File: config.mk
export PLATFORM = sky130hd
export DESIGN_NAME = rts_top
export DESIGN_NICKNAME = d
export VERILOG_FILES = /design/src/hw/rts_pkg.sv /design/src/hw/rts_top.sv /design/src/hw/rts_sync.sv /design/src/hw/rts_comb.sv
export SDC_FILE = /design/constraint.sdc
export NUM_CORES = 1
export LEC_CHECK = 0
export BUFFER_PORTS_ARGS = -buffer_cell sky130_fd_sc_hd__clkbuf_2
export CAP_MARGIN = 30
export CORE_AREA = 2 2 118 120
export CTS_CLUSTER_SIZE = 16
export DETAILED_ROUTE_END_ITERATION = 12
export DIE_AREA = 0 0 120 122
export PLACE_DENSITY_LB_ADDON = 0.08
export SYNTH_ARGS = -nofsm -noshare
export SYNTH_HDL_FRONTEND = slang
export SYNTH_SLANG_ARGS = --single-unit
File: constraint.sdc
create_clock -name clk_sys -period 8.43 [get_ports clk_sys]
set_clock_uncertainty 0.2 [all_clocks]
set_input_delay 0.843 -clock clk_sys [delete_from_list [all_inputs] [get_ports clk_sys]]
set_output_delay 0.843 -clock clk_sys [all_outputs]
set_load 0.1 [all_outputs]
File: src/hw/rts_pkg.sv
// Summary of operation
// - trigger function off after reset
// - no sources enabled: start records at once
// - single: one trigger, one recording, stop
// - repeat: rearm after each recording until stop
// - count mode, count clamped 2 to 10000
// - repeat: triggers ignored during post processing
// - first stop finishes recording, second stops now
// - start measures; capture waits for trigger, except stop timing records at once
// - timing start, stop or both; default start
// - interval source never acts as stop
// - no stop trigger: stop after full length
// - stop timing: single ends, repeat restarts
// - start/stop: wait start; span is dead time
// - combining uses only enabled sources
// - or combining fires on rising edge only
// - and combining fires while all hold
// - pre-trigger wait ignores triggers
package rts_pkg;
  // register byte offsets
  localparam logic [7:0] OFS_CTRL = 8'h00;
  localparam logic [7:0] OFS_COUNT = 8'h04;
  localparam logic [7:0] OFS_SRC = 8'h08;
  localparam logic [7:0] OFS_LEN = 8'h0C;
  localparam logic [7:0] OFS_PRE = 8'h10;
  localparam logic [7:0] OFS_STATUS = 8'h14;
  localparam logic [7:0] OFS_INT_STAT = 8'h18;
  localparam logic [7:0] OFS_INT_CLR = 8'h1C;
  localparam logic [7:0] OFS_INT_EN = 8'h20;
  // control field positions
  localparam int CTL_EN = 0;
  localparam int CTL_MODE_LSB = 1;
  localparam int CTL_TIM_LSB = 3;
  localparam int CTL_START_AND = 5;
  localparam int CTL_STOP_AND = 6;
  // source field positions
  localparam int SRC_STOP_LSB = 8;
  // status field positions
  localparam int STA_RECS_LSB = 0;
  localparam int STA_STATE_LSB = 16;
  localparam int STA_PEND = 20;
  // mode encodings
  localparam logic [1:0] MODE_SINGLE = 2'h0;
  localparam logic [1:0] MODE_REPEAT = 2'h1;
  localparam logic [1:0] MODE_COUNT = 2'h2;
  // timing encodings
  localparam logic [1:0] TIM_START = 2'h0;
  localparam logic [1:0] TIM_STOP = 2'h1;
  localparam logic [1:0] TIM_BOTH = 2'h2;
  // reset values
  localparam logic RST_EN = 1'b0;
  localparam logic [1:0] RST_MODE = MODE_REPEAT;
  localparam logic [1:0] RST_TIM = TIM_START;
  localparam logic [13:0] RST_COUNT = 14'h0002;
  localparam logic [15:0] RST_LEN = 16'h0400;
  localparam logic [15:0] RST_PRE = 16'h0000;
  // count limits
  localparam logic [13:0] COUNT_MIN = 14'h0002;
  localparam logic [13:0] COUNT_MAX = 14'h2710;
  // interrupt event bits
  localparam int EV_REC_START = 0;
  localparam int EV_REC_END = 1;
  localparam int EV_MEAS_END = 2;
  localparam int NEV = 3;
  // sequencer states
  typedef enum logic [2:0] {
    ST_IDLE, ST_PRE, ST_WAIT, ST_REC, ST_POST
  } rts_state_t;
endpackage : rts_pkg

File: src/hw/rts_top.sv
`timescale 1ns/100ps
// trigger sequencer: decides when the recorder captures samples
module rts_top #(
  parameter int NSRC = 8,
  parameter int INTV_SRC = 7, // interval source index
  parameter int LW = 16 // recording length counter width
) (
  input wire logic clk_sys,
  input wire logic srst,
  input wire logic [7:0] addr,
  input wire logic [31:0] wr_data,
  input wire logic wr_stb,
  input wire logic rd_stb,
  output logic [31:0] rd_data,
  input wire logic [NSRC-1:0] src_cond, // source condition levels, pins
  input wire logic start_key, // operator start key, pin
  input wire logic stop_key, // operator stop key, pin
  input wire logic proc_done, // post processing finished, same clock
  output logic meas_q, // measuring
  output logic rec_q, // capture enable
  output logic dead_q, // start/stop dead-time span
  output logic irq
);
  // settings
  logic en_q; // trigger function on
  logic [1:0] mode_q;
  logic [1:0] tim_q;
  logic start_and_q;
  logic stop_and_q;
  logic [13:0] count_q;
  logic [NSRC-1:0] start_src_q;
  logic [NSRC-1:0] stop_src_q;
  logic [LW-1:0] len_q;
  logic [LW-1:0] pre_q;
  logic [rts_pkg::NEV-1:0] ist_q; // sticky interrupt status
  logic [rts_pkg::NEV-1:0] ien_q; // interrupt enables
  // sequencer
  rts_pkg::rts_state_t state_q;
  rts_pkg::rts_state_t prev_st_q;
  logic stop_pend_q; // first stop seen
  logic [LW-1:0] cnt_q; // pre or recording sample count
  logic [13:0] recs_q; // completed recordings
  // synchronised pins and key edges
  logic [NSRC-1:0] cond_s;
  logic start_s;
  logic stop_s;
  logic start_old_q;
  logic stop_old_q;
  logic start_p;
  logic stop_p;
  logic [NSRC-1:0] start_mask;
  logic [NSRC-1:0] stop_mask;
  logic start_fire;
  logic stop_fire;
  logic free_run;
  logic rec_end;
  logic last_rec;
  logic [rts_pkg::NEV-1:0] ev;

  // clamp a written count into the legal range
  function automatic logic [13:0] clamp_count(input logic [31:0] v);
    if (v < 32'(rts_pkg::COUNT_MIN)) begin
      return rts_pkg::COUNT_MIN;
    end else if (v > 32'(rts_pkg::COUNT_MAX)) begin
      return rts_pkg::COUNT_MAX;
    end
    return v[13:0];
  endfunction : clamp_count

  // pins cross into clk_sys through two flops
  rts_sync #(.W(NSRC + 2)) u_sync (
    .clk_sys(clk_sys),
    .srst(srst),
    .d({src_cond, start_key, stop_key}),
    .q({cond_s, start_s, stop_s})
  );

  // key press edges
  always_ff @(posedge clk_sys) begin
    if (srst) begin
      start_old_q <= 1'b0;
      stop_old_q <= 1'b0;
    end else begin
      start_old_q <= start_s;
      stop_old_q <= stop_s;
    end
  end
  assign start_p = start_s & ~start_old_q;
  assign stop_p = stop_s & ~stop_old_q;

  // interval source is only ever a start condition
  assign start_mask = start_src_q;
  assign stop_mask = stop_src_q & ~(NSRC'(1) << INTV_SRC);

  rts_comb #(.N(NSRC)) u_start (
    .clk_sys(clk_sys),
    .srst(srst),
    .cond(cond_s),
    .mask(start_mask),
    .use_and(start_and_q),
    .fire(start_fire)
  );
  rts_comb #(.N(NSRC)) u_stop (
    .clk_sys(clk_sys),
    .srst(srst),
    .cond(cond_s),
    .mask(stop_mask),
    .use_and(stop_and_q),
    .fire(stop_fire)
  );

  // function off or nothing enabled: record without waiting
  assign free_run = ~en_q | ((start_mask | stop_mask) == '0);
  // full length reached, or stop trigger under stop or start/stop timing
  assign rec_end = (state_q == rts_pkg::ST_REC) &&
                   ((cnt_q == len_q - LW'(1)) ||
                    (~free_run && tim_q != rts_pkg::TIM_START && stop_fire));
  // whether this recording ends the measurement
  assign last_rec = stop_pend_q || ~en_q ||
                    (mode_q == rts_pkg::MODE_SINGLE) ||
                    (mode_q == rts_pkg::MODE_COUNT &&
                     recs_q + 14'h0001 >= count_q);

  // register writes; settings are live
  always_ff @(posedge clk_sys) begin
    if (srst) begin
      en_q <= rts_pkg::RST_EN;
      mode_q <= rts_pkg::RST_MODE;
      tim_q <= rts_pkg::RST_TIM;
      start_and_q <= 1'b0;
      stop_and_q <= 1'b0;
      count_q <= rts_pkg::RST_COUNT;
      start_src_q <= '0;
      stop_src_q <= '0;
      len_q <= LW'(rts_pkg::RST_LEN); // sized to the counter width
      pre_q <= LW'(rts_pkg::RST_PRE);
      ien_q <= '0;
    end else if (wr_stb) begin
      case (addr)
        rts_pkg::OFS_CTRL: begin
          en_q <= wr_data[rts_pkg::CTL_EN];
          mode_q <= wr_data[rts_pkg::CTL_MODE_LSB +: 2];
          tim_q <= wr_data[rts_pkg::CTL_TIM_LSB +: 2];
          start_and_q <= wr_data[rts_pkg::CTL_START_AND];
          stop_and_q <= wr_data[rts_pkg::CTL_STOP_AND];
        end
        rts_pkg::OFS_COUNT: count_q <= clamp_count(wr_data);
        rts_pkg::OFS_SRC: begin
          start_src_q <= wr_data[NSRC-1:0];
          stop_src_q <= wr_data[rts_pkg::SRC_STOP_LSB +: NSRC];
        end
        rts_pkg::OFS_LEN: len_q <= (wr_data[LW-1:0] == '0) ? LW'(1) : wr_data[LW-1:0];
        rts_pkg::OFS_PRE: pre_q <= wr_data[LW-1:0];
        rts_pkg::OFS_INT_EN: ien_q <= wr_data[rts_pkg::NEV-1:0];
        default: ; // other offsets hold nothing writable
      endcase
    end
  end

  // sequencer state
  always_ff @(posedge clk_sys) begin
    if (srst) begin
      state_q <= rts_pkg::ST_IDLE;
    end else begin
      case (state_q)
        rts_pkg::ST_IDLE: begin
          if (start_p) begin
            // start enters measuring; capture may wait for a trigger
            if (free_run || tim_q == rts_pkg::TIM_STOP) begin
              state_q <= rts_pkg::ST_REC;
            end else begin
              state_q <= rts_pkg::ST_PRE;
            end
          end
        end
        rts_pkg::ST_PRE: begin
          // triggers are not looked at here
          if (stop_p) begin
            state_q <= rts_pkg::ST_IDLE;
          end else if (cnt_q >= pre_q) begin
            state_q <= rts_pkg::ST_WAIT;
          end
        end
        rts_pkg::ST_WAIT: begin
          if (stop_p) begin
            state_q <= rts_pkg::ST_IDLE;
          end else if (start_fire) begin
            state_q <= rts_pkg::ST_REC;
          end
        end
        rts_pkg::ST_REC: begin
          if (stop_p && stop_pend_q) begin
            state_q <= rts_pkg::ST_IDLE;
          end else if (rec_end) begin
            state_q <= last_rec ? rts_pkg::ST_IDLE : rts_pkg::ST_POST;
          end
        end
        rts_pkg::ST_POST: begin
          // no trigger is taken until processing completes
          if (stop_p || stop_pend_q) begin
            state_q <= rts_pkg::ST_IDLE;
          end else if (proc_done) begin
            if (free_run || tim_q == rts_pkg::TIM_STOP) begin
              state_q <= rts_pkg::ST_REC;
            end else begin
              state_q <= rts_pkg::ST_PRE;
            end
          end
        end
        default: state_q <= rts_pkg::ST_IDLE;
      endcase
    end
  end

  // first stop only arms while recording; elsewhere stop is immediate
  always_ff @(posedge clk_sys) begin
    if (srst) begin
      stop_pend_q <= 1'b0;
    end else if (state_q == rts_pkg::ST_IDLE) begin
      stop_pend_q <= 1'b0;
    end else if (stop_p && state_q == rts_pkg::ST_REC) begin
      stop_pend_q <= 1'b1;
    end
  end

  // sample counter, reused for pre-trigger and recording
  always_ff @(posedge clk_sys) begin
    if (srst) begin
      cnt_q <= '0;
    end else if (state_q == rts_pkg::ST_PRE || state_q == rts_pkg::ST_REC) begin
      cnt_q <= (rec_end || (state_q == rts_pkg::ST_PRE && cnt_q >= pre_q)) ?
               '0 : cnt_q + LW'(1);
    end else begin
      cnt_q <= '0;
    end
  end

  // completed recordings since start
  always_ff @(posedge clk_sys) begin
    if (srst) begin
      recs_q <= '0;
    end else if (state_q == rts_pkg::ST_IDLE && start_p) begin
      recs_q <= '0;
    end else if (rec_end) begin
      recs_q <= recs_q + 14'h0001;
    end
  end

  // registered outputs follow state
  always_ff @(posedge clk_sys) begin
    if (srst) begin
      prev_st_q <= rts_pkg::ST_IDLE;
      meas_q <= 1'b0;
      rec_q <= 1'b0;
      dead_q <= 1'b0;
    end else begin
      prev_st_q <= state_q;
      meas_q <= state_q != rts_pkg::ST_IDLE;
      rec_q <= state_q == rts_pkg::ST_REC;
      // start/stop span between start and stop trigger
      dead_q <= state_q == rts_pkg::ST_REC && ~free_run &&
                tim_q == rts_pkg::TIM_BOTH;
    end
  end

  // events from state changes, one cycle late
  assign ev[rts_pkg::EV_REC_START] = state_q == rts_pkg::ST_REC &&
                                     prev_st_q != rts_pkg::ST_REC;
  assign ev[rts_pkg::EV_REC_END] = state_q != rts_pkg::ST_REC &&
                                   prev_st_q == rts_pkg::ST_REC;
  assign ev[rts_pkg::EV_MEAS_END] = state_q == rts_pkg::ST_IDLE &&
                                    prev_st_q != rts_pkg::ST_IDLE;

  // sticky status; a new event beats a clear in the same cycle
  always_ff @(posedge clk_sys) begin
    if (srst) begin
      ist_q <= '0;
    end else begin
      ist_q <= (ist_q & ~((wr_stb && addr == rts_pkg::OFS_INT_CLR) ?
               wr_data[rts_pkg::NEV-1:0] : '0)) | ev;
    end
  end

  // level interrupt from a flop
  always_ff @(posedge clk_sys) begin
    if (srst) begin
      irq <= 1'b0;
    end else begin
      irq <= |(ist_q & ien_q);
    end
  end

  // read data valid only in the cycle after the strobe
  always_ff @(posedge clk_sys) begin
    if (srst || !rd_stb) begin
      rd_data <= '0;
    end else begin
      case (addr)
        rts_pkg::OFS_CTRL: rd_data <= 32'({stop_and_q, start_and_q, tim_q, mode_q, en_q});
        rts_pkg::OFS_COUNT: rd_data <= 32'(count_q);
        rts_pkg::OFS_SRC: rd_data <= 32'({stop_src_q, start_src_q});
        rts_pkg::OFS_LEN: rd_data <= 32'(len_q);
        rts_pkg::OFS_PRE: rd_data <= 32'(pre_q);
        rts_pkg::OFS_STATUS: rd_data <= (32'(stop_pend_q) << rts_pkg::STA_PEND) |
                            (32'(state_q) << rts_pkg::STA_STATE_LSB) |
                            (32'(recs_q) << rts_pkg::STA_RECS_LSB);
        rts_pkg::OFS_INT_STAT: rd_data <= 32'(ist_q);
        rts_pkg::OFS_INT_EN: rd_data <= 32'(ien_q);
        default: rd_data <= '0; // unmapped and write-only read zero
      endcase
    end
  end
endmodule : rts_top

File: src/hw/rts_sync.sv
`timescale 1ns/100ps
// two-stage synchroniser for pins from outside the clock domain
module rts_sync #(
  parameter int W = 1
) (
  input wire logic clk_sys,
  input wire logic srst,
  input wire logic [W-1:0] d,
  output logic [W-1:0] q
);
  logic [W-1:0] meta_q; // first stage, read only by second stage
  // both stages clear on reset
  always_ff @(posedge clk_sys) begin
    if (srst) begin
      meta_q <= '0;
      q <= '0;
    end else begin
      meta_q <= d;
      q <= meta_q;
    end
  end
endmodule : rts_sync

File: src/hw/rts_comb.sv
`timescale 1ns/100ps
// and/or combiner of source conditions, one per start or stop path
module rts_comb #(
  parameter int N = 8
) (
  input wire logic clk_sys,
  input wire logic srst,
  input wire logic [N-1:0] cond,
  input wire logic [N-1:0] mask,
  input wire logic use_and,
  output logic fire
);
  logic [N-1:0] prev_q; // last condition levels, tracked always
  // prev tracks continuously so a level already high at start is no edge
  always_ff @(posedge clk_sys) begin
    if (srst) begin
      prev_q <= '0;
    end else begin
      prev_q <= cond;
    end
  end
  // disabled sources neither block and nor feed or
  always_comb begin
    if (mask == '0) begin
      fire = 1'b0;
    end else if (use_and) begin
      fire = &(cond | ~mask);
    end else begin
      fire = |(cond & ~prev_q & mask);
    end
  end
endmodule : rts_comb

After elaboration in Yosys (flattened, before gate mapping)
Index checks and enable logic that the tools add are counted.
{ "op_classes": {"addsub": 3, "multipliers": 0, "div_mod_pow": 0, "n_lt_le_gt_ge": 4, "eq_ne": 24, "shifts": 0, "mux": 27, "bitwise_logic": 23, "reduce_logical": 49} }
{ "op_table": {"columns": ["operator", "n"], "rows": [
  ["$pmux W21 S8", 1],
  ["$mux W14", 3],
  ["$mux W3", 11],
  ["$eq A8 B5 Y1 const B", 4],
  ["$gt A32 B14 Y1 const B", 1],
  ["$logic_not A8 Y1", 4],
  ["$lt A32 B2 Y1 const B", 1],
  ["$or A21 B14 Y21", 1],
  ["$or A21 B19 Y21", 1],
  ["$add A16 B1 Y16 const B", 1],
  ["$and A8 B8 Y8", 2],
  ["$eq A16 B16 Y1", 1],
  ["$eq A8 B4 Y1 const B", 2],
  ["$ge A16 B16 Y1", 1],
  ["$logic_not A16 Y1", 1],
  ["$mux W16", 1],
  ["$not A8 Y8", 2],
  ["$or A8 B8 Y8", 2],
  ["$reduce_and A8 Y1", 2],
  ["$reduce_or A8 Y1", 2],
  ["$sub A16 B1 Y16 const B", 1],
  ["$pmux W3 S5", 1],
  ["$add A14 B1 Y14 const B", 1],
  ["$ge A14 B14 Y1", 1],
  ["other kinds (32)", 82]
]} }
{ "word_totals": {"register_bits": 178, "latch_bits": 0, "mem_bits_rw": 0, "rom_bits": 0, "input_bits": 55, "output_inout_bits": 36, "word_cells": 157, "memories": 0} }

Depth between registers and ports, before layout
{ "depth": {"depth_word": 12, "depth_mapped": 15, "depth_no_buf": 15} }

Cells and area by module
Synthesis repeated with hierarchy kept, for this count alone.
{ "unflattened": {"hier_cells": 1029, "hier_area_um2": 8590.7} }
{ "modules_own_cells": {"columns": ["mod", "n_inst", "cells_per_inst", "area_per_inst_um2", "seq_area_each_um2"], "rows": [
  ["rts_top", 1, 895, 7219.4, 2762.6],
  ["rts_comb", 2, 46, 376.6, 160.2],
  ["rts_sync", 1, 42, 618.1, 400.4]
]} }

Worst setup path before layout
OpenSTA, ideal clock, no wires.
{ "synth_path": {"kind": "register to register", "from": "register len_q[0]", "to": "register cnt_q[0]", "setup_ns": 0.124, "arrival_time_ns": 3.400, "required_ns": 8.106, "path_slack_ns": 4.707, "stages_incl_launch_ff": 14, "period_less_slack_ns": 3.723, "path_cell_list": "dfxtp_1 > inv_1 > ha_1 > or4b_1 > buf_2 > or4_4 > a2111o_1 > a2111o_1 > or4_4 > o21ai_4 > or4_1 > buf_4 > buf_6 > nor2_1"} }
{ "synth_via": {"elab_chain_cells": 6} }
{ "synth_rtl": {"columns": ["element", "line_no", "rtl"], "rows": [
  ["start, declared", "rts_top.sv:33", "logic [LW-1:0] len_q;"],
  ["start signal, assigned", "rts_top.sv:135", "len_q <= LW'(rts_pkg::RST_LEN);"],
  ["start signal, assigned", "rts_top.sv:152", "rts_pkg::OFS_LEN: len_q <= (wr_data[LW-1:0] == '0) ? LW'(1) : wr_data[LW-1:0];"],
  ["$sub A16 B1 Y16", "rts_top.sv:116", "((cnt_q == len_q - LW'(1)) ||"],
  ["$eq A16 B16 Y1", "rts_top.sv:116", null],
  ["$logic_or A1 B1 Y1", "rts_top.sv:116", null],
  ["$logic_and A1 B1 Y1", "rts_top.sv:115", "assign rec_end = (state_q == rts_pkg::ST_REC) &&"],
  ["$logic_or A1 B1 Y1", "rts_top.sv:231", "cnt_q <= (rec_end || (state_q == rts_pkg::ST_PRE && cnt_q >= pre_q)) ?"],
  ["$reduce_or A3 Y1 (no line)", null, null],
  ["end signal, assigned", "rts_top.sv:231", null],
  ["end, declared", "rts_top.sv:41", "logic [LW-1:0] cnt_q;"]
]} }
Every way passes these cells.
A chain may end at the register's enable or synchronous reset.

Final worst setup path
{ "layout_path": {"from": "register len_q[0]", "to": "register cnt_q[5]"} }
Same word-level chain as after synthesis.

==> reports/metrics.cfg <==
[run_status]
status=finished clean

[global_route]
grt_max_degree=69
antenna_found_initial=0
grt_pass1_vias=6766
grtUsageTotal=0.326
grt_pass1_wl_mm=36.8
grt_overflow=0

[cts]
clockBufferDepth=2
root_buffer=clkbuf_16
clkTransAtPathRegs_ns=0.07
tritoncts=built
cts-htree-levels=4
clock_latency_ns=0.43
postCtsSetupRepairBufs=0
ctsHoldBuffers=0
cts_resized=0
numCtsBuffers=17
clock_sinks=166

[power_and_ir_drop]
ir_worst_vdd_mv=0.145
pwr_density_cell_nw_per_um2=189
leakage_nw=3.49

[drt]
vias_per_cell=6.06
drtPass1Iterations=8
drc=0
vias=7761
routed_wl_mm=23.7
drt_iter0_drc=779
postRouteAntennaNets=0
wl_per_cell_um=18.5

[hold_path]
hp-class=register to register
hold_depth=1

[sta]
finalHoldViolCount=0
setup_tns_ns=0
setup_viol=0
rsz0062_at_grt=no
timing.final.crit_share=0.536
worstMarginPinSlew_ns=1.03
min_period_ns=4.52
max_freq_mhz=221
drv_slew=0
slew-limit-headroom=0.305

[job]
maxCapViolCount=0

[synthesis]
synth_edf_count=0
postSynthAreaPerCell_um2=8.03
syn_area_um2=8350
synth_cell_type_count=65
syn_inst=1039
ys_ff_latch=166
ys_seq_area_frac=0.398
synthFlopType=dfxtp_1
synth_top_area_cell=dfxtp_1
async_flop_share=0
synth_top_area_frac=0.398
yosysWarnings=0
synth_top_cells_by_area=dfxtp_1 (40%), nand2_1 (6.7%), a21oi_1 (5.8%), ha_1 (4.9%), nor2_1 (4.0%)

[worst_setup_path]
required_ns=8.52
cp.depth=10
critical_path_arrival_ns=4.61
crit_family=simple AND/OR/NAND/NOR gates
cp_max_fo=27
end_kind=register
crit_buf_inv=1
start_kind=register
slowest_stage=o21ai_4
path_class=register to register
critical-path-max-stage-delay_ns=0.62
worstPathCellList=inv_1 > ha_1 > or4b_1 > or4_4 > a2111o_1 > a2111o_1 > or4_4 > o21ai_4 > or4_1 > nor2_1
rrSetupSlack_ns=3.91
reg2reg_depth=10

[final_layout]
drive_above_1_share=0.117
antennaDiodeCount=0
design.final.nets=1176
fillers=1164
stdcell_area_um2=9370
synthToLayoutAreaGrowth_pct=12.2

[floorplan]
coreArea_um2=13500
fp.dieW_um=120
initial_core_util=0.618
row_count=43
die_area_um2=14600
die_h_um=122
pin_count=91

[placement]
placed_cell_area_um2=8760
gp_congestion=0.999
io_buffers=78
dp_hpwl_mm=17.3

[registers in the layout, summed over array words and instances (netlist names), 8 cells and up]
| register | flops |
|---|---|
| rd_data | 20 |
| u_sync.meta_q | 10 |
| u_stop.prev_q | 8 |
| start_mask | 8 |
| recs_q | 14 |
| cnt_q | 16 |
| u_sync.q | 10 |
| len_q | 16 |
| pre_q | 16 |
| count_q | 14 |
| stop_src_q | 8 |
[cell type report]
cell class | count | area (um2) | share of cell area
Clock buffer | 19 | 433 | 0.0462
Clock inverter | 13 | 171 | 0.0183
Inverter | 63 | 236 | 0.0252
Multi-Input combinational cell | 754 | 4520 | 0.483
Sequential cell | 166 | 3320 | 0.355
Tap cell | 180 | 225 | 0.0240
Timing Repair Buffer | 86 | 457 | 0.0487
[worst paths after layout]
path / to / from
setup / recovery: cnt_q[5]$_SDFF_PP0_ / len_q[0]$_SDFFE_PP0P_
hold reg to reg: u_sync.q[0]$_SDFF_PP0_ / u_sync.meta_q[0]$_SDFF_PP0_
hold / removal: u_sync.q[0]$_SDFF_PP0_ / u_sync.meta_q[0]$_SDFF_PP0_
setup reg to reg: cnt_q[5]$_SDFF_PP0_ / len_q[0]$_SDFFE_PP0P_
[metrics by stage]
stage	std cells	hold WS (ns)	power (mW)	util	setup WS (ns)
after detailed placement	1249	0.224	0.987	0.649	3.94
after global routing	1281	0.248	1.83	0.694	3.68
after CTS	1281	0.239	1.78	0.694	3.92
after floorplan	1050	0.214	0.945	-	4.71
after global placement	1247	0.216	0.985	0.648	4.01
final	1281	0.237	1.78	0.694	3.91
[metal layers]
layer / GRT usage / wire, um / up-vias
met1: 0.432 / 9960 / 3621
li1: - / - / 3697
met2: 0.509 / 10800 / 386
met3: 0.0843 / 2240 / 57
met5: 0 / 0 / -
met4: 0.129 / 702 / 0
[cell usage after synthesis, types with 11 or more instances]
library cell and count:
nor2_1 88, dfxtp_1 166, ha_1 33, o22ai_1 11, nor2b_1 43, nand2b_1 11
a22oi_1 25, nand2_1 150, nor3_1 20, a21oi_1 96, clkbuf_1 50, nor4_1 13
and3_1 15, o21ai_0 21, xor2_1 21, buf_4 13, inv_1 63, xnor2_1 25
nand3_1 29, nand3b_1 19
[cells by family after synthesis]
logic type | synth area share
muxes | 0.00615
buffers and inverters | 0.0664
and+or+nand+nor | 0.252
adders and majority gates | 0.0495
xor gates and xnor gates | 0.0483
AOI/OAI and AO/OA | 0.180
other | 0.000449
DFF | 0.398
[placed cells by master (no fill, tap or decap), types with 29 or more instances in the layout]
cell        n
dfxtp_1   166
nand2_1   150
a21oi_1    96
nor2_1     88
clkbuf_2   77
inv_1      63
nor2b_1    43
ha_1       33
nand3_1    29
[power by group]
part	internal, mW	switching, mW	leakage [nW]
Sequential	0.801	0.0167	1.34
Combinational	0.0411	0.113	1.86
Clock	0.470	0.332	0.289
No activity file was read; power rests on OpenSTA's default activity.
